## src/rrs_pkg.sv

```systemverilog
// Package of constants and types for the rotate-right and subtract-with-borrow ALU slice.
package rrs_pkg;

   // ==========================================================================
   // Register map
   localparam logic [7:0] ADDR_CMD     = 8'h00;
   localparam logic [7:0] ADDR_OPERAND = 8'h04;
   localparam logic [7:0] ADDR_ACCUM   = 8'h08;
   localparam logic [7:0] ADDR_FLAGS   = 8'h0c;
   localparam logic [7:0] ADDR_IMMED   = 8'h10;

   // ==========================================================================
   // Command codes written to the command register
   localparam logic [2:0] OP_NONE                        = 3'h0;
   localparam logic [2:0] OP_ROTATE_RIGHT_MEM            = 3'h1;
   localparam logic [2:0] OP_ROTATE_RIGHT_TO_ACCUM       = 3'h2;
   localparam logic [2:0] OP_ROTATE_RIGHT_CARRY_MEM      = 3'h3;
   localparam logic [2:0] OP_ROTATE_RIGHT_CARRY_TO_ACCUM = 3'h4;
   localparam logic [2:0] OP_SUBTRACT_WITH_BORROW_MEM    = 3'h5;
   localparam logic [2:0] OP_SUBTRACT_WITH_BORROW_IMM    = 3'h6;

   // ==========================================================================
   // Flag register field positions
   localparam int FLAG_C_POS  = 0;
   localparam int FLAG_AC_POS = 1;
   localparam int FLAG_Z_POS  = 2;
   localparam int FLAG_OV_POS = 3;
   localparam int FLAG_SC_POS = 4;
   localparam int FLAG_CZ_POS = 5;

   // ==========================================================================
   // Reset values
   localparam logic [7:0] ACCUM_RST   = 8'h00;
   localparam logic [7:0] OPERAND_RST = 8'h00;
   localparam logic [7:0] IMMED_RST   = 8'h00;

   typedef struct packed {
      logic cz;
      logic sc;
      logic ov;
      logic z;
      logic ac;
      logic c;
   } rrs_flags_type;

   localparam rrs_flags_type FLAGS_RST = '{default: 1'b0};

   typedef struct packed {
      logic [7:0]    accum;
      logic [7:0]    operand;
      rrs_flags_type flags;
   } rrs_result_type;

endpackage

```

## src/rrs_alu.sv

```systemverilog
// APB-reached rotate-right and subtract-with-borrow datapath slice.
`timescale 1ns/10ps
// Function
// RULE1: Rotate right of the memory operand wraps bit 0 into bit 7, writes memory back, flags untouched.
// RULE2: Rotate right to accumulator does the same rotation into the accumulator, memory and flags untouched.
// RULE3: Rotate right through carry shifts a 9-bit ring, carry into bit 7, bit 0 into carry, memory written.
// RULE4: Rotate right through carry to accumulator does the same ring rotation into the accumulator.
// RULE5: Subtract with borrow from memory takes the operand and the inverted carry from the accumulator.
// RULE6: After a subtract with borrow carry is 0 on a borrow and 1 when the result is zero or positive.
// RULE7: A subtract with borrow updates overflow, zero, aux carry, carry, signed carry and chained zero.
// RULE8: Subtract with borrow of an immediate uses the immediate byte with the same result and flag rules.
module rrs_alu (
   input  wire logic          pclk,
   input  wire logic          presetn,
   input  wire logic          psel,
   input  wire logic          penable,
   input  wire logic          pwrite,
   input  wire logic [31:0]   paddr,
   input  wire logic [31:0]   pwdata,
   output logic               pready,
   output logic [31:0]        prdata,
   output logic               pslverr
);
   import rrs_pkg::*;

   // ==========================================================================
   // State
   logic [7:0]     accum_ff;
   logic [7:0]     operand_ff;
   logic [7:0]     immed_ff;
   logic [2:0]     last_op_ff;
   rrs_flags_type  flags_ff;
   logic           pready_ff;
   logic [31:0]    prdata_ff;
   logic           pslverr_ff;

   // ==========================================================================
   // Bus decode nets
   logic           setup;
   logic           access_wr;
   logic           addr_ok;
   logic           cmd_ok;
   logic           sel_cmd;
   logic           sel_operand;
   logic           sel_accum;
   logic           sel_flags;
   logic           sel_immed;
   logic           wr_cmd;
   logic           wr_operand;
   logic           wr_accum;
   logic           wr_flags;
   logic           wr_immed;
   logic [31:0]    rd_word;

   // ==========================================================================
   // Command decode nets
   logic           is_rot_mem;
   logic           is_rot_accum;
   logic           is_rotc_mem;
   logic           is_rotc_accum;
   logic           is_sub;

   // ==========================================================================
   // Datapath nets
   logic [7:0]     rot_plain;
   logic [7:0]     rot_carry;
   logic [7:0]     sub_src;
   logic [8:0]     borrow;
   logic [8:0]     diff9;
   logic [4:0]     diff_low;
   logic [7:0]     diff;
   logic           sub_ov;
   logic           sub_c;
   logic           sub_ac;
   logic           sub_z;
   logic           sub_sc;
   logic           sub_cz;
   rrs_result_type nxt_result;

   // ==========================================================================
   // Bus phases
   // A write lands only in an error-free access, so a refused transfer changes nothing.
   assign setup     = psel & ~penable;
   assign access_wr = psel & penable & pready_ff & pwrite & ~pslverr_ff;

   always_comb begin
      sel_cmd     = (paddr[31:8] == 24'h000000) && (paddr[7:0] == ADDR_CMD);
      sel_operand = (paddr[31:8] == 24'h000000) && (paddr[7:0] == ADDR_OPERAND);
      sel_accum   = (paddr[31:8] == 24'h000000) && (paddr[7:0] == ADDR_ACCUM);
      sel_flags   = (paddr[31:8] == 24'h000000) && (paddr[7:0] == ADDR_FLAGS);
      sel_immed   = (paddr[31:8] == 24'h000000) && (paddr[7:0] == ADDR_IMMED);
      addr_ok     = sel_cmd | sel_operand | sel_accum | sel_flags | sel_immed;
      cmd_ok      = (pwdata[2:0] <= OP_SUBTRACT_WITH_BORROW_IMM) && (pwdata[31:3] == 29'h0);
   end

   assign wr_cmd     = access_wr & sel_cmd;
   assign wr_operand = access_wr & sel_operand;
   assign wr_accum   = access_wr & sel_accum;
   assign wr_flags   = access_wr & sel_flags;
   assign wr_immed   = access_wr & sel_immed;

   // ==========================================================================
   // Command code decode
   always_comb begin
      is_rot_mem    = (pwdata[2:0] == OP_ROTATE_RIGHT_MEM);
      is_rot_accum  = (pwdata[2:0] == OP_ROTATE_RIGHT_TO_ACCUM);
      is_rotc_mem   = (pwdata[2:0] == OP_ROTATE_RIGHT_CARRY_MEM);
      is_rotc_accum = (pwdata[2:0] == OP_ROTATE_RIGHT_CARRY_TO_ACCUM);
      is_sub        = (pwdata[2:0] == OP_SUBTRACT_WITH_BORROW_MEM) ||
                      (pwdata[2:0] == OP_SUBTRACT_WITH_BORROW_IMM);
   end

   // ==========================================================================
   // Rotator
   // Both rotations share the shift; only the bit that wraps into the top differs.
   for (genvar gi = 0; gi < 8; gi++) begin : g_rot_bit
      if (gi < 7) begin : g_shift
         assign rot_plain[gi] = operand_ff[gi + 1];                     // see RULE1
         assign rot_carry[gi] = operand_ff[gi + 1];                     // see RULE3
      end else begin : g_wrap
         assign rot_plain[gi] = operand_ff[0];                          // see RULE2
         assign rot_carry[gi] = flags_ff.c;                             // see RULE4
      end
   end

   // ==========================================================================
   // Subtractor shared by both subtract commands
   // A ripple borrow chain gives the nibble borrow for aux carry without a second adder.
   always_comb begin
      sub_src = (pwdata[2:0] == OP_SUBTRACT_WITH_BORROW_IMM) ? immed_ff : operand_ff;   // see RULE8
   end

   assign borrow[0] = ~flags_ff.c;                                      // see RULE5

   for (genvar gj = 0; gj < 8; gj++) begin : g_sub_bit
      logic bit_ne;
      assign bit_ne         = accum_ff[gj] ^ sub_src[gj];
      assign diff[gj]       = bit_ne ^ borrow[gj];
      assign borrow[gj + 1] = (~accum_ff[gj] & sub_src[gj]) | (~bit_ne & borrow[gj]);
   end

   assign diff9    = {borrow[8], diff};
   assign diff_low = {borrow[4], diff[3:0]};
   assign sub_ov   = (accum_ff[7] ^ sub_src[7]) & (accum_ff[7] ^ diff[7]);

   // ==========================================================================
   // Subtract flags
   // Chained zero only stays set while every result of a multi-byte chain is zero.
   assign sub_c  = ~diff9[8];                                           // see RULE6
   assign sub_ac = ~diff_low[4];                                        // see RULE7
   assign sub_z  = (diff == 8'h00);                                     // see RULE7
   assign sub_sc = sub_ov ^ diff[7];                                    // see RULE7
   assign sub_cz = sub_z & flags_ff.cz;                                 // see RULE7

   // ==========================================================================
   // Next accumulator
   always_comb begin
      nxt_result.accum = accum_ff;
      if (is_rot_accum) begin
         nxt_result.accum = rot_plain;                                  // see RULE2
      end else if (is_rotc_accum) begin
         nxt_result.accum = rot_carry;                                  // see RULE4
      end else if (is_sub) begin
         nxt_result.accum = diff;                                       // see RULE5
      end
   end

   // Next memory operand; the to-accumulator forms leave it as it is.
   always_comb begin
      nxt_result.operand = operand_ff;
      if (is_rot_mem) begin
         nxt_result.operand = rot_plain;                                // see RULE1
      end else if (is_rotc_mem) begin
         nxt_result.operand = rot_carry;                                // see RULE3
      end
   end

   // Next flags; the plain rotations keep every flag.
   always_comb begin
      nxt_result.flags = flags_ff;
      if (is_rotc_mem | is_rotc_accum) begin
         nxt_result.flags.c = operand_ff[0];                            // see RULE3
      end else if (is_sub) begin
         nxt_result.flags.c  = sub_c;                                   // see RULE6
         nxt_result.flags.ac = sub_ac;                                  // see RULE7
         nxt_result.flags.z  = sub_z;                                   // see RULE7
         nxt_result.flags.ov = sub_ov;                                  // see RULE7
         nxt_result.flags.sc = sub_sc;                                  // see RULE7
         nxt_result.flags.cz = sub_cz;                                  // see RULE7
      end
   end

   // ==========================================================================
   // APB handshake
   // Ready registered from the setup cycle adds no wait state and still lets read data come from a flip-flop.
   always_ff @(posedge pclk or negedge presetn) begin
      if (!presetn) begin
         pready_ff <= 1'b0;
      end else begin
         pready_ff <= setup;
      end
   end

   // An illegal command is refused in its own access, so it never reaches the datapath.
   always_ff @(posedge pclk or negedge presetn) begin
      if (!presetn) begin
         pslverr_ff <= 1'b0;
      end else begin
         pslverr_ff <= setup & (~addr_ok | (pwrite & sel_cmd & ~cmd_ok));
      end
   end

   // ==========================================================================
   // Read path
   // The word is captured in the setup cycle; a write in the same access cannot race it.
   always_comb begin
      rd_word = 32'h00000000;
      unique case (paddr[7:0])
         ADDR_CMD:     rd_word = {29'h0, last_op_ff};
         ADDR_OPERAND: rd_word = {24'h0, operand_ff};
         ADDR_ACCUM:   rd_word = {24'h0, accum_ff};
         ADDR_FLAGS:   rd_word = {26'h0, flags_ff};
         ADDR_IMMED:   rd_word = {24'h0, immed_ff};
         default:      rd_word = 32'h00000000;
      endcase
   end

   always_ff @(posedge pclk or negedge presetn) begin
      if (!presetn) begin
         prdata_ff <= 32'h00000000;
      end else if (setup & ~pwrite) begin
         prdata_ff <= rd_word;
      end
   end

   // ==========================================================================
   // Datapath registers
   // A command runs at the edge that completes its write, from the values before it.
   // One address per transfer, so a software load and a command never collide.
   always_ff @(posedge pclk or negedge presetn) begin
      if (!presetn) begin
         accum_ff <= ACCUM_RST;
      end else if (wr_accum) begin
         accum_ff <= pwdata[7:0];
      end else if (wr_cmd) begin
         accum_ff <= nxt_result.accum;                                  // see RULE5
      end
   end

   always_ff @(posedge pclk or negedge presetn) begin
      if (!presetn) begin
         operand_ff <= OPERAND_RST;
      end else if (wr_operand) begin
         operand_ff <= pwdata[7:0];
      end else if (wr_cmd) begin
         operand_ff <= nxt_result.operand;                              // see RULE1
      end
   end

   always_ff @(posedge pclk or negedge presetn) begin
      if (!presetn) begin
         flags_ff <= FLAGS_RST;
      end else if (wr_flags) begin
         flags_ff <= pwdata[5:0];
      end else if (wr_cmd) begin
         flags_ff <= nxt_result.flags;                                  // see RULE7
      end
   end

   always_ff @(posedge pclk or negedge presetn) begin
      if (!presetn) begin
         immed_ff <= IMMED_RST;
      end else if (wr_immed) begin
         immed_ff <= pwdata[7:0];                                       // see RULE8
      end
   end

   // The last command code is kept so software can read back what ran.
   always_ff @(posedge pclk or negedge presetn) begin
      if (!presetn) begin
         last_op_ff <= OP_NONE;
      end else if (wr_cmd) begin
         last_op_ff <= pwdata[2:0];
      end
   end

   // ==========================================================================
   // Outputs
   // Every output comes straight from its flip-flop.
   assign pready  = pready_ff;
   assign prdata  = prdata_ff;
   assign pslverr = pslverr_ff;

endmodule

```

## config.mk

```make
export PLATFORM = sky130hd
export DESIGN_NAME = rrs_alu
export DESIGN_NICKNAME = d
export VERILOG_FILES = /design/src/rrs_pkg.sv /design/src/rrs_alu.sv
export SDC_FILE = /design/constraint.sdc
export NUM_CORES = 1
export LEC_CHECK = 0
export BUFFER_PORTS_ARGS = -buffer_cell sky130_fd_sc_hd__buf_4
export CAP_MARGIN = 5
export CORE_ASPECT_RATIO = 2
export CORE_MARGIN = 2
export CORE_UTILIZATION = 52
export DETAILED_ROUTE_END_ITERATION = 7
export PLACE_DENSITY = 0.93
export SYNTH_ARGS = -nofsm -noshare
export SYNTH_HDL_FRONTEND = slang
export SYNTH_SLANG_ARGS = --single-unit
```

## constraint.sdc

```tcl
create_clock -name pclk -period 6.1 [get_ports pclk]
set_input_delay 0.61 -clock pclk [delete_from_list [all_inputs] [get_ports pclk]]
set_output_delay 0.61 -clock pclk [all_outputs]
set_load 0.01 [all_outputs]
```

==> flow_summary.toml, run 1 <==
[timing]
max_slew_margin_pct = 44.4
skew_ns = 0.00316
slew_violations = 0
max_freq_mhz = 194
layout_setup_ws_ns = 0.941
finalCritPeriodShare_pct = 84.6
setup_viol = 0
tns_ns = 0
finalWorstPathRequiredPeriod_ns = 5.16
hold_viol = 0
rsz0062_at_grt = "false"
worst-slew-pin-transition_ns = 0.831
fin_hold_ws_ns = 0.315

[floorplanning]
die_y_um = 115
fp.dieW_um = 59.3
start_util_pct = 53.4
core_area_um2 = 5960
rows = 40
ios = 103
dieArea_um2 = 6790

[detailed_routing]
first_iter_violations = 147
viasPerCell = 6.41
num_vias = 2918
routed_wl_mm = 9.33
wl_per_cell_um = 20.5
ant_nets = 0
drtPass1Iterations = 5
drcViolationCount = 0

[placement]
gp_congestion = 0.995
place_area_um2 = 3690
dp_hpwl_mm = 7.17
port_buffers = 78
dpl_worst_slack_ns = 0.658

[worst_setup_path]
worstPathRequired_ns = 6.27
cpMaxStageDelayCell = "fa_1"
reg2reg_slack_ns = 1.15
crit_path_max_fanout = 17
start_kind = "input pin"
worstPathArrival_ns = 5.33
crit_chain = "buf_4, nand3b_1, mux2i_1, fa_1, fa_1, fa_1, fa_1, fa_1, fa_1, fa_1, inv_1, fa_1, nor4b_1, nand3_1, nand3_1, a22o_1"
cp-end-kind = "flip-flop"
worstSetupPathType = "input pin to flip-flop"
critPathMostFrequentCell = "fa_1"
max_stage_delay_ns = 0.46

[clock_network]
h-tree-depth = 2
cts_inserted_buffers = 5
cts_hold_buf = 0
cts_setup_buffers = 0
cts_tree = "done"
cts_root_buf = "clkbuf_16"
clk_latency_ns = 0.29
clk_pin_slew_worst_paths_ns = 0.06
cts-resized-gates = 0
numClockSinks = 43
clock_path_buffers = 2

[yosys]
ys_top_cells_by_area = "dfrtp_1 (34%), mux2_2 (13%), fa_1 (5.7%)"
syn_inst = 322
synth_top_area_share_pct = 33.8
synth_top_flop_cell = "dfrtp_1"
ys_seq_area_share_pct = 33.8
synthDistinctLibCells = 49
synth_seq_cells = 43
async_flop_share_pct = 100
yosysTopAreaCell = "dfrtp_1"
syn-cell-area_um2 = 3180
syn_area_per_cell_um2 = 9.87
synth_edf_count = 0
ys_warn_count = 0

[cells_and_area]
drive_above_1_share_pct = 35.2
final_nets = 470
final_cell_mix = "buf_4 (80), dfrtp_1 (43), mux2_2 (36), conb_1 (24)"
syn_to_final_growth_pct = 20.7
diodes = 0
layout_commonest_cell = "buf_4"
post-route-util_pct = 64.4
design_area_um2 = 3840

[global_route]
grt_pass1_vias = 2910
grtUsageTotal_pct = 29.2
grt_pass1_wl_mm = 14.7
grt.overflow.total = 0
antenna_found_initial = 0
grt_start_max_net_pins = 44

[run_status]
status = "complete, no violations"

[hold_path]
hp-class = "input pin to asynchronous set/reset pin"

[pwr]
powerDensity_nw_per_um2 = 174
peakVddDrop_mv = 0.171
p_leak_nw = 1.80

[job]
max_cap_viol_count = 0
-- layer usage --
layer | track usage [%] | vias to the layer above | share of wire [%]
met2 | 49.5 | 180 | 53
li1 | - | 1272 | -
met3 | 4.63 | 63 | 7.1
met1 | 31.3 | 1403 | 32
met5 | 0 | - | 0
met4 | 21.4 | 0 | 7.9
-- sequential cells by signal (all words and copies together) (netlist names) --
register    count
accum_ff        8
flags_ff        6
immed_ff        8
last_op_ff      3
operand_ff      8
prdata          8
pready          1
pslverr         1
-- layout make-up --
cell class              instances  area [um^2]
fillers                       476         2120
flip-flops and latches         43         1080
clock buffers                   6          129
multi-input cells             253         1910
clock inverters                 2         12.5
inverters                       8         30.0
well taps                      63         78.8
repair buffers                 80          601
-- stage by stage --
step                      instances  total power [mW]
after floorplan                 345             0.360
after global placement          447             0.409
after detailed placement        447             0.413
after CTS                       455             0.669
after global routing            455             0.692
final                           455             0.666
-- cells in the mapped netlist (all sizes together), types with 8 or more instances --
cell,n
inv,8
nand2,22
o21ai,9
buf,29
fa,9
nor4,17
clkbuf,12
nor2,20
mux2i,13
nor3,9
a22oi,8
a21oi,19
mux2,45
dfrtp,43
-- worst max-delay path: cells and delay by family --
family / cells / cell delay [ns]
compound gates: 1 / 0.19
fa+ha+maj: 8 / 3.53
buf+inv: 2 / 0.28
mux: 1 / 0.16
simple gates: 4 / 0.57
-- power by group --
part	internal, mW	leakage, nW	total, mW	switching [mW]
logic	0.0556	1.16	0.114	0.0585
clock network	0.151	0.0669	0.258	0.107
registers	0.291	0.573	0.294	0.00292
total	0.498	1.80	0.666	0.169
-- final timing paths --
kind	endpoint	start	cells past startpoint
worst max-delay path	flags_ff[5]	pwdata[0]	16
worst min-delay path	prdata[0]	presetn	1
worst max register to register	flags_ff[5]	operand_ff[0]	14
worst min register to register	prdata[5]	prdata[5]	2
max in group asynchronous	immed_ff[6]	presetn	1
min in group pclk	prdata[5]	prdata[5]	2
-- cells by family after synthesis --
group                      count (synthesis)  synth area share [%]
AOI/OAI and AO/OA                         57                  11.3
muxes                                     58                  20.0
xor gates and xnor gates                   3                 0.827
other                                      1                 0.118
adders and majority gates                 10                  6.06
buffers and inverters                     49                  8.82
DFF                                       43                  33.8
and+or+nand+nor                          101                  19.0
No activity file was read; power rests on OpenSTA's default activity.
==> run 2, diff against run 1 <==
==> constraint.sdc (replaced) <==
create_clock -name pclk -period 4.8 [get_ports pclk]
set_input_delay 0.48 -clock pclk [delete_from_list [all_inputs] [get_ports pclk]]
set_output_delay 0.48 -clock pclk [all_outputs]
set_load 0.01 [all_outputs]
==> run 2 against run 1 <==
  * Critical path depth unchanged
  * Clock skew up 0.0049 ns
  * Register-to-register slack worse by 0.67 ns
  * Critical endpoint is now flags_ff[2]
  * Sequential share of layout area down 0.59 points
  * Die area unchanged
  * Combinational power up 30%
  * Sequential power up 27%
  * Routed wire length up 2.4%
  * Highest routed layer unchanged
==> flow_summary.toml, run 2 (synthesis gave the netlist of run 1 again) <==
[run_status]
status = "complete, no violations"

[detailed_routing]
viasPerCell = 6.24
wl_per_cell_um = 20.8
route.met2.wl_mm = 5.11
highest_layer = "met4"
wl_met3_um = 414
first_iter_violations = 117
num_vias = 2871
drtPass1Iterations = 5
wl_met1_mm = 3.28
routed_wl_mm = 9.56
drcViolationCount = 0
ant_nets = 0

[timing]
skew_ns = 0.00809
worst-slew-pin-transition_ns = 0.864
slew_violations = 0
finalCritPeriodShare_pct = 93.2
hold_viol = 0
max_freq_mhz = 223
rsz0062_at_grt = "false"
setup_viol = 0
max_slew_margin_pct = 42.2
finalWorstPathRequiredPeriod_ns = 4.48
tns_ns = 0

[clock_network]
clock_path_buffers = 2
h-tree-depth = 2
clk_latency_ns = 0.30
cts_setup_buffers = 0
cts_tree = "done"
cts_root_buf = "clkbuf_16"
cts_hold_buf = 0
cts_inserted_buffers = 5
clk_pin_slew_worst_paths_ns = 0.06
cts-resized-gates = 0
numClockSinks = 43

[cells_and_area]
layout_commonest_cell = "buf_4"
design_area_um2 = 3920
instances_no_fill = 460
syn_to_final_growth_pct = 23.3
final_nets = 475
post-route-util_pct = 65.8
seq_area_um2 = 1080
drive_above_1_share_pct = 38.0
multi_input_area_um2 = 1930
num-fill-cells = 503
diodes = 0
final_cell_mix = "buf_4 (85), dfrtp_1 (43), mux2_2 (36), conb_1 (24)"

[placement]
dpl.cell_count = 452
dp_hpwl_mm = 7.36
gp_congestion = 0.990
place_area_um2 = 3750
port_buffers = 78

[worst_setup_path]
worstPathArrival_ns = 4.66
crit_path_max_fanout = 3
cp-end-kind = "flip-flop"
worstSetupPathType = "input pin to flip-flop"
start_kind = "input pin"
worstPathRequired_ns = 4.98

[global_route]
antenna_found_initial = 0
grtUsageTotal_pct = 30.2
grt_pass1_vias = 2951
grt_start_max_net_pins = 44
grt_pass1_wl_mm = 14.9
grt.overflow.total = 0

[floorplanning]
start_util_pct = 53.4
rows = 40
core_area_um2 = 5960
fp.dieW_um = 59.3
ios = 103
dieArea_um2 = 6790
die_y_um = 115

[hold_path]
hp-class = "input pin to asynchronous set/reset pin"

[pwr]
p_leak_nw = 1.83
powerDensity_nw_per_um2 = 234
peakVddDrop_mv = 0.275
p_total_mw = 0.917

[job]
max_cap_viol_count = 0
==> run 2: changes by cell type in the layout (fill, tap and decap cells not counted) <==
cell | before | now
buf_4 | 80 | 85
clkinv_4 | 0 | 1
clkinvlp_4 | 1 | 0
bufinv_16 | 0 | 1
fa_2 | 0 | 7
clkbuf_1 | 1 | 0
fa_1 | 9 | 2
==> run 2: critical path, cell delays in order <==
cell and delay, ns:
buf_4 0.11, nand3b_1 0.19, mux2i_1 0.16, fa_2 0.36, fa_2 0.38, fa_2 0.37
fa_2 0.38, fa_2 0.38, fa_2 0.38, fa_2 0.37, inv_1 0.08, fa_1 0.46
nor4b_1 0.17, nand3_1 0.10, o22ai_1 0.10, a22o_1 0.19
==> run 2: path summary, 6_finish.rpt <==
check	from	to	slack, ns	depth (start not counted)
min reg2reg	flags_ff[4]	flags_ff[4]	0.51	1
min in group pclk	pwdata[6]	immed_ff[6]	0.46	2
min	presetn	pready	0.18	1
max reg2reg	immed_ff[0]	flags_ff[2]	0.48	14
max in group asynchronous	presetn	immed_ff[3]	4.24	1
max	pwdata[0]	flags_ff[2]	0.32	16
==> run 2: layout make-up <==
type	count	area share, %
Clock buffer	5	3.19
Clock inverter	3	1.12
Timing Repair Buffer	85	16.3
Sequential cell	43	27.5
Inverter	8	0.766
Tap cell	63	2.01
Multi-Input combinational cell	253	49.2
==> run 2: per-stage QoR <==
step           hold slack (ns)  worst slack [ns]
6_report                 0.179             0.325
5_1_grt                  0.226             0.160
4_1_cts                  0.201             0.325
3_5_place_dp             0.493            0.0268
3_3_place_gp             0.486            0.0756
2_1_floorplan            0.184            0.0103
==> run 2: where the power goes <==
group	internal, mW	switching [mW]
Clock	0.245	0.149
Combinational	0.0728	0.0754
Sequential	0.370	0.00394
==> run 2: per-layer routing <==
layer	vias to the layer above	track usage [%]
met5	-	0
met4	0	21.4
met3	42	3.84
met2	125	51.2
met1	1428	33.2
li1	1276	-
==> run 3, diff against run 2 <==
--- a/config.mk
+++ b/config.mk
@@ -9,9 +9,9 @@
 export CAP_MARGIN = 5
 export CORE_ASPECT_RATIO = 2
 export CORE_MARGIN = 2
-export CORE_UTILIZATION = 52
+export CORE_UTILIZATION = 35
 export DETAILED_ROUTE_END_ITERATION = 7
-export PLACE_DENSITY = 0.93
+export PLACE_DENSITY = 0.63
 export SYNTH_ARGS = -nofsm -noshare
 export SYNTH_HDL_FRONTEND = slang
 export SYNTH_SLANG_ARGS = --single-unit
==> run 3 against run 2 <==
  * Sequential cell count is the same
  * Setup slack better by 0.037 ns
  * Maximum frequency increased by 0.83%
  * First-iteration DRC count up 73%
  * Highest routed layer unchanged
  * Routed wire length grew 0.99%
  * Critical path type unchanged
  * Global-route usage fell by 10 points
  * Non-clock buffer count stayed put
  * Count of clock-buffer cells in the layout increased by 1
  * Hold slack got worse by 0.0057 ns
  * Sequential power about the same
  * Combinational power hardly changed
  * Final area increased by 0.54%
  * Critical endpoint unchanged
==> flow_summary.toml, run 3 (synthesis gave the netlist of run 1 again) <==
[detailed_routing]
wl_per_cell_um = 19.3
ant_nets = 0
drtPass1Iterations = 4
first_iter_violations = 202
viasPerCell = 5.56
drcViolationCount = 0
num_vias = 2774
routed_wl_mm = 9.65

[pwr]
p_leak_nw = 1.82
peakVddDrop_mv = 0.146
powerDensity_nw_per_um2 = 218

[global_route]
grtUsageTotal_pct = 19.8
antenna_found_initial = 0
grt_pass1_vias = 2867
grt_start_max_net_pins = 44
grt_pass1_wl_mm = 14.9
grt.overflow.total = 0

[cells_and_area]
syn_to_final_growth_pct = 23.9
diodes = 0
drive_above_1_share_pct = 37.8
layout_commonest_cell = "buf_4"
num-fill-cells = 880
final_nets = 475
post-route-util_pct = 44.3
final_cell_mix = "buf_4 (85), dfrtp_1 (43), mux2_2 (36), conb_1 (24)"
design_area_um2 = 3940

[placement]
dp_hpwl_mm = 7.51
gp_congestion = 0.973
place_area_um2 = 3800
port_buffers = 78

[worst_setup_path]
worstSetupPathType = "input pin to flip-flop"
worstPathRequired_ns = 4.98
cp-end-kind = "flip-flop"
start_kind = "input pin"
worstPathArrival_ns = 4.62
crit_path_max_fanout = 3

[timing]
slew_violations = 0
hold_viol = 0
setup_viol = 0
finalWorstPathRequiredPeriod_ns = 4.44
max_freq_mhz = 225
finalCritPeriodShare_pct = 92.5
max_slew_margin_pct = 37.2
rsz0062_at_grt = "false"
worst-slew-pin-transition_ns = 0.939
tns_ns = 0
skew_ns = 0.00740

[clock_network]
cts_hold_buf = 0
cts-resized-gates = 0
clock_path_buffers = 2
numClockSinks = 43
cts_setup_buffers = 0
cts_tree = "done"
cts_root_buf = "clkbuf_16"
h-tree-depth = 2
cts_inserted_buffers = 5
clk_latency_ns = 0.30
clk_pin_slew_worst_paths_ns = 0.06

[hold_path]
hp-class = "input pin to asynchronous set/reset pin"

[run_status]
status = "complete, no violations"

[floorplanning]
core_area_um2 = 8890
die_y_um = 139
ios = 103
dieArea_um2 = 9910
rows = 49
start_util_pct = 35.8
fp.dieW_um = 71.4

[job]
max_cap_viol_count = 0
[run 3: cell count changes in the layout (fill, tap and decap cells not counted)]
cell        delta
clkinvlp_4     +1
clkbuf_1       +1
clkinv_4       -1
bufinv_16      -1
[run 3: cell type report]
type / instances / area, um^2 / area share, %
Sequential cell: 43 / 1080 / 27.3
Multi-Input combinational cell: 253 / 1930 / 48.9
Clock inverter: 2 / 12.5 / 0.318
Tap cell: 102 / 128 / 3.24
Inverter: 8 / 30.0 / 0.762
Timing Repair Buffer: 85 / 638 / 16.2
Clock buffer: 6 / 129 / 3.27
[run 3: stage by stage]
step	instances	worst slack, ns	power, mW	hold slack (ns)
floorplan	345	0.0103	0.459	0.184
global placement	491	0.0810	0.524	0.488
detailed placement	491	0.0336	0.528	0.488
CTS	499	0.342	0.865	0.207
global route	499	0.181	0.894	0.225
finish	499	0.362	0.859	0.174
[run 3: layer usage]
metal | global-route usage (%) | up-vias | wire (um) | part of all wire [%]
li1 | - | 1274 | - | -
met1 | 18.4 | 1357 | 3080 | 32
met2 | 38.4 | 110 | 5570 | 58
met3 | 2.18 | 33 | 403 | 4.2
met4 | 13.0 | 0 | 603 | 6.2
met5 | 0 | - | 0 | 0
[run 3: worst max-delay path, stage by stage]
cell and delay [ns]:
buf_4 0.11, nand3b_1 0.18, mux2i_1 0.16, fa_2 0.36, fa_2 0.37, fa_2 0.37, fa_2 0.39, fa_2 0.38
fa_2 0.38, fa_2 0.38, inv_1 0.08, fa_1 0.45, nor4b_1 0.17, nand3_1 0.09, o22ai_1 0.09, a22o_1 0.18
[run 3: power breakdown]
part,internal [mW],switching (mW),leakage (nW),total [mW]
combinational,0.0727,0.0740,1.18,0.147
clock,0.192,0.146,0.0669,0.339
sequential,0.370,0.00386,0.573,0.374
[run 3: final timing paths]
| kind | start | end | slack (ns) | cells after the start |
|---|---|---|---|---|
| max in group asynchronous | presetn | immed_ff[3] | 4.23 | 1 |
| min reg2reg | flags_ff[5] | flags_ff[5] | 0.50 | 1 |
| min in group pclk | pwdata[7] | immed_ff[7] | 0.45 | 2 |
| min | presetn | pslverr | 0.17 | 1 |
| max reg2reg | immed_ff[0] | flags_ff[2] | 0.49 | 14 |
| max | pwdata[0] | flags_ff[2] | 0.36 | 16 |
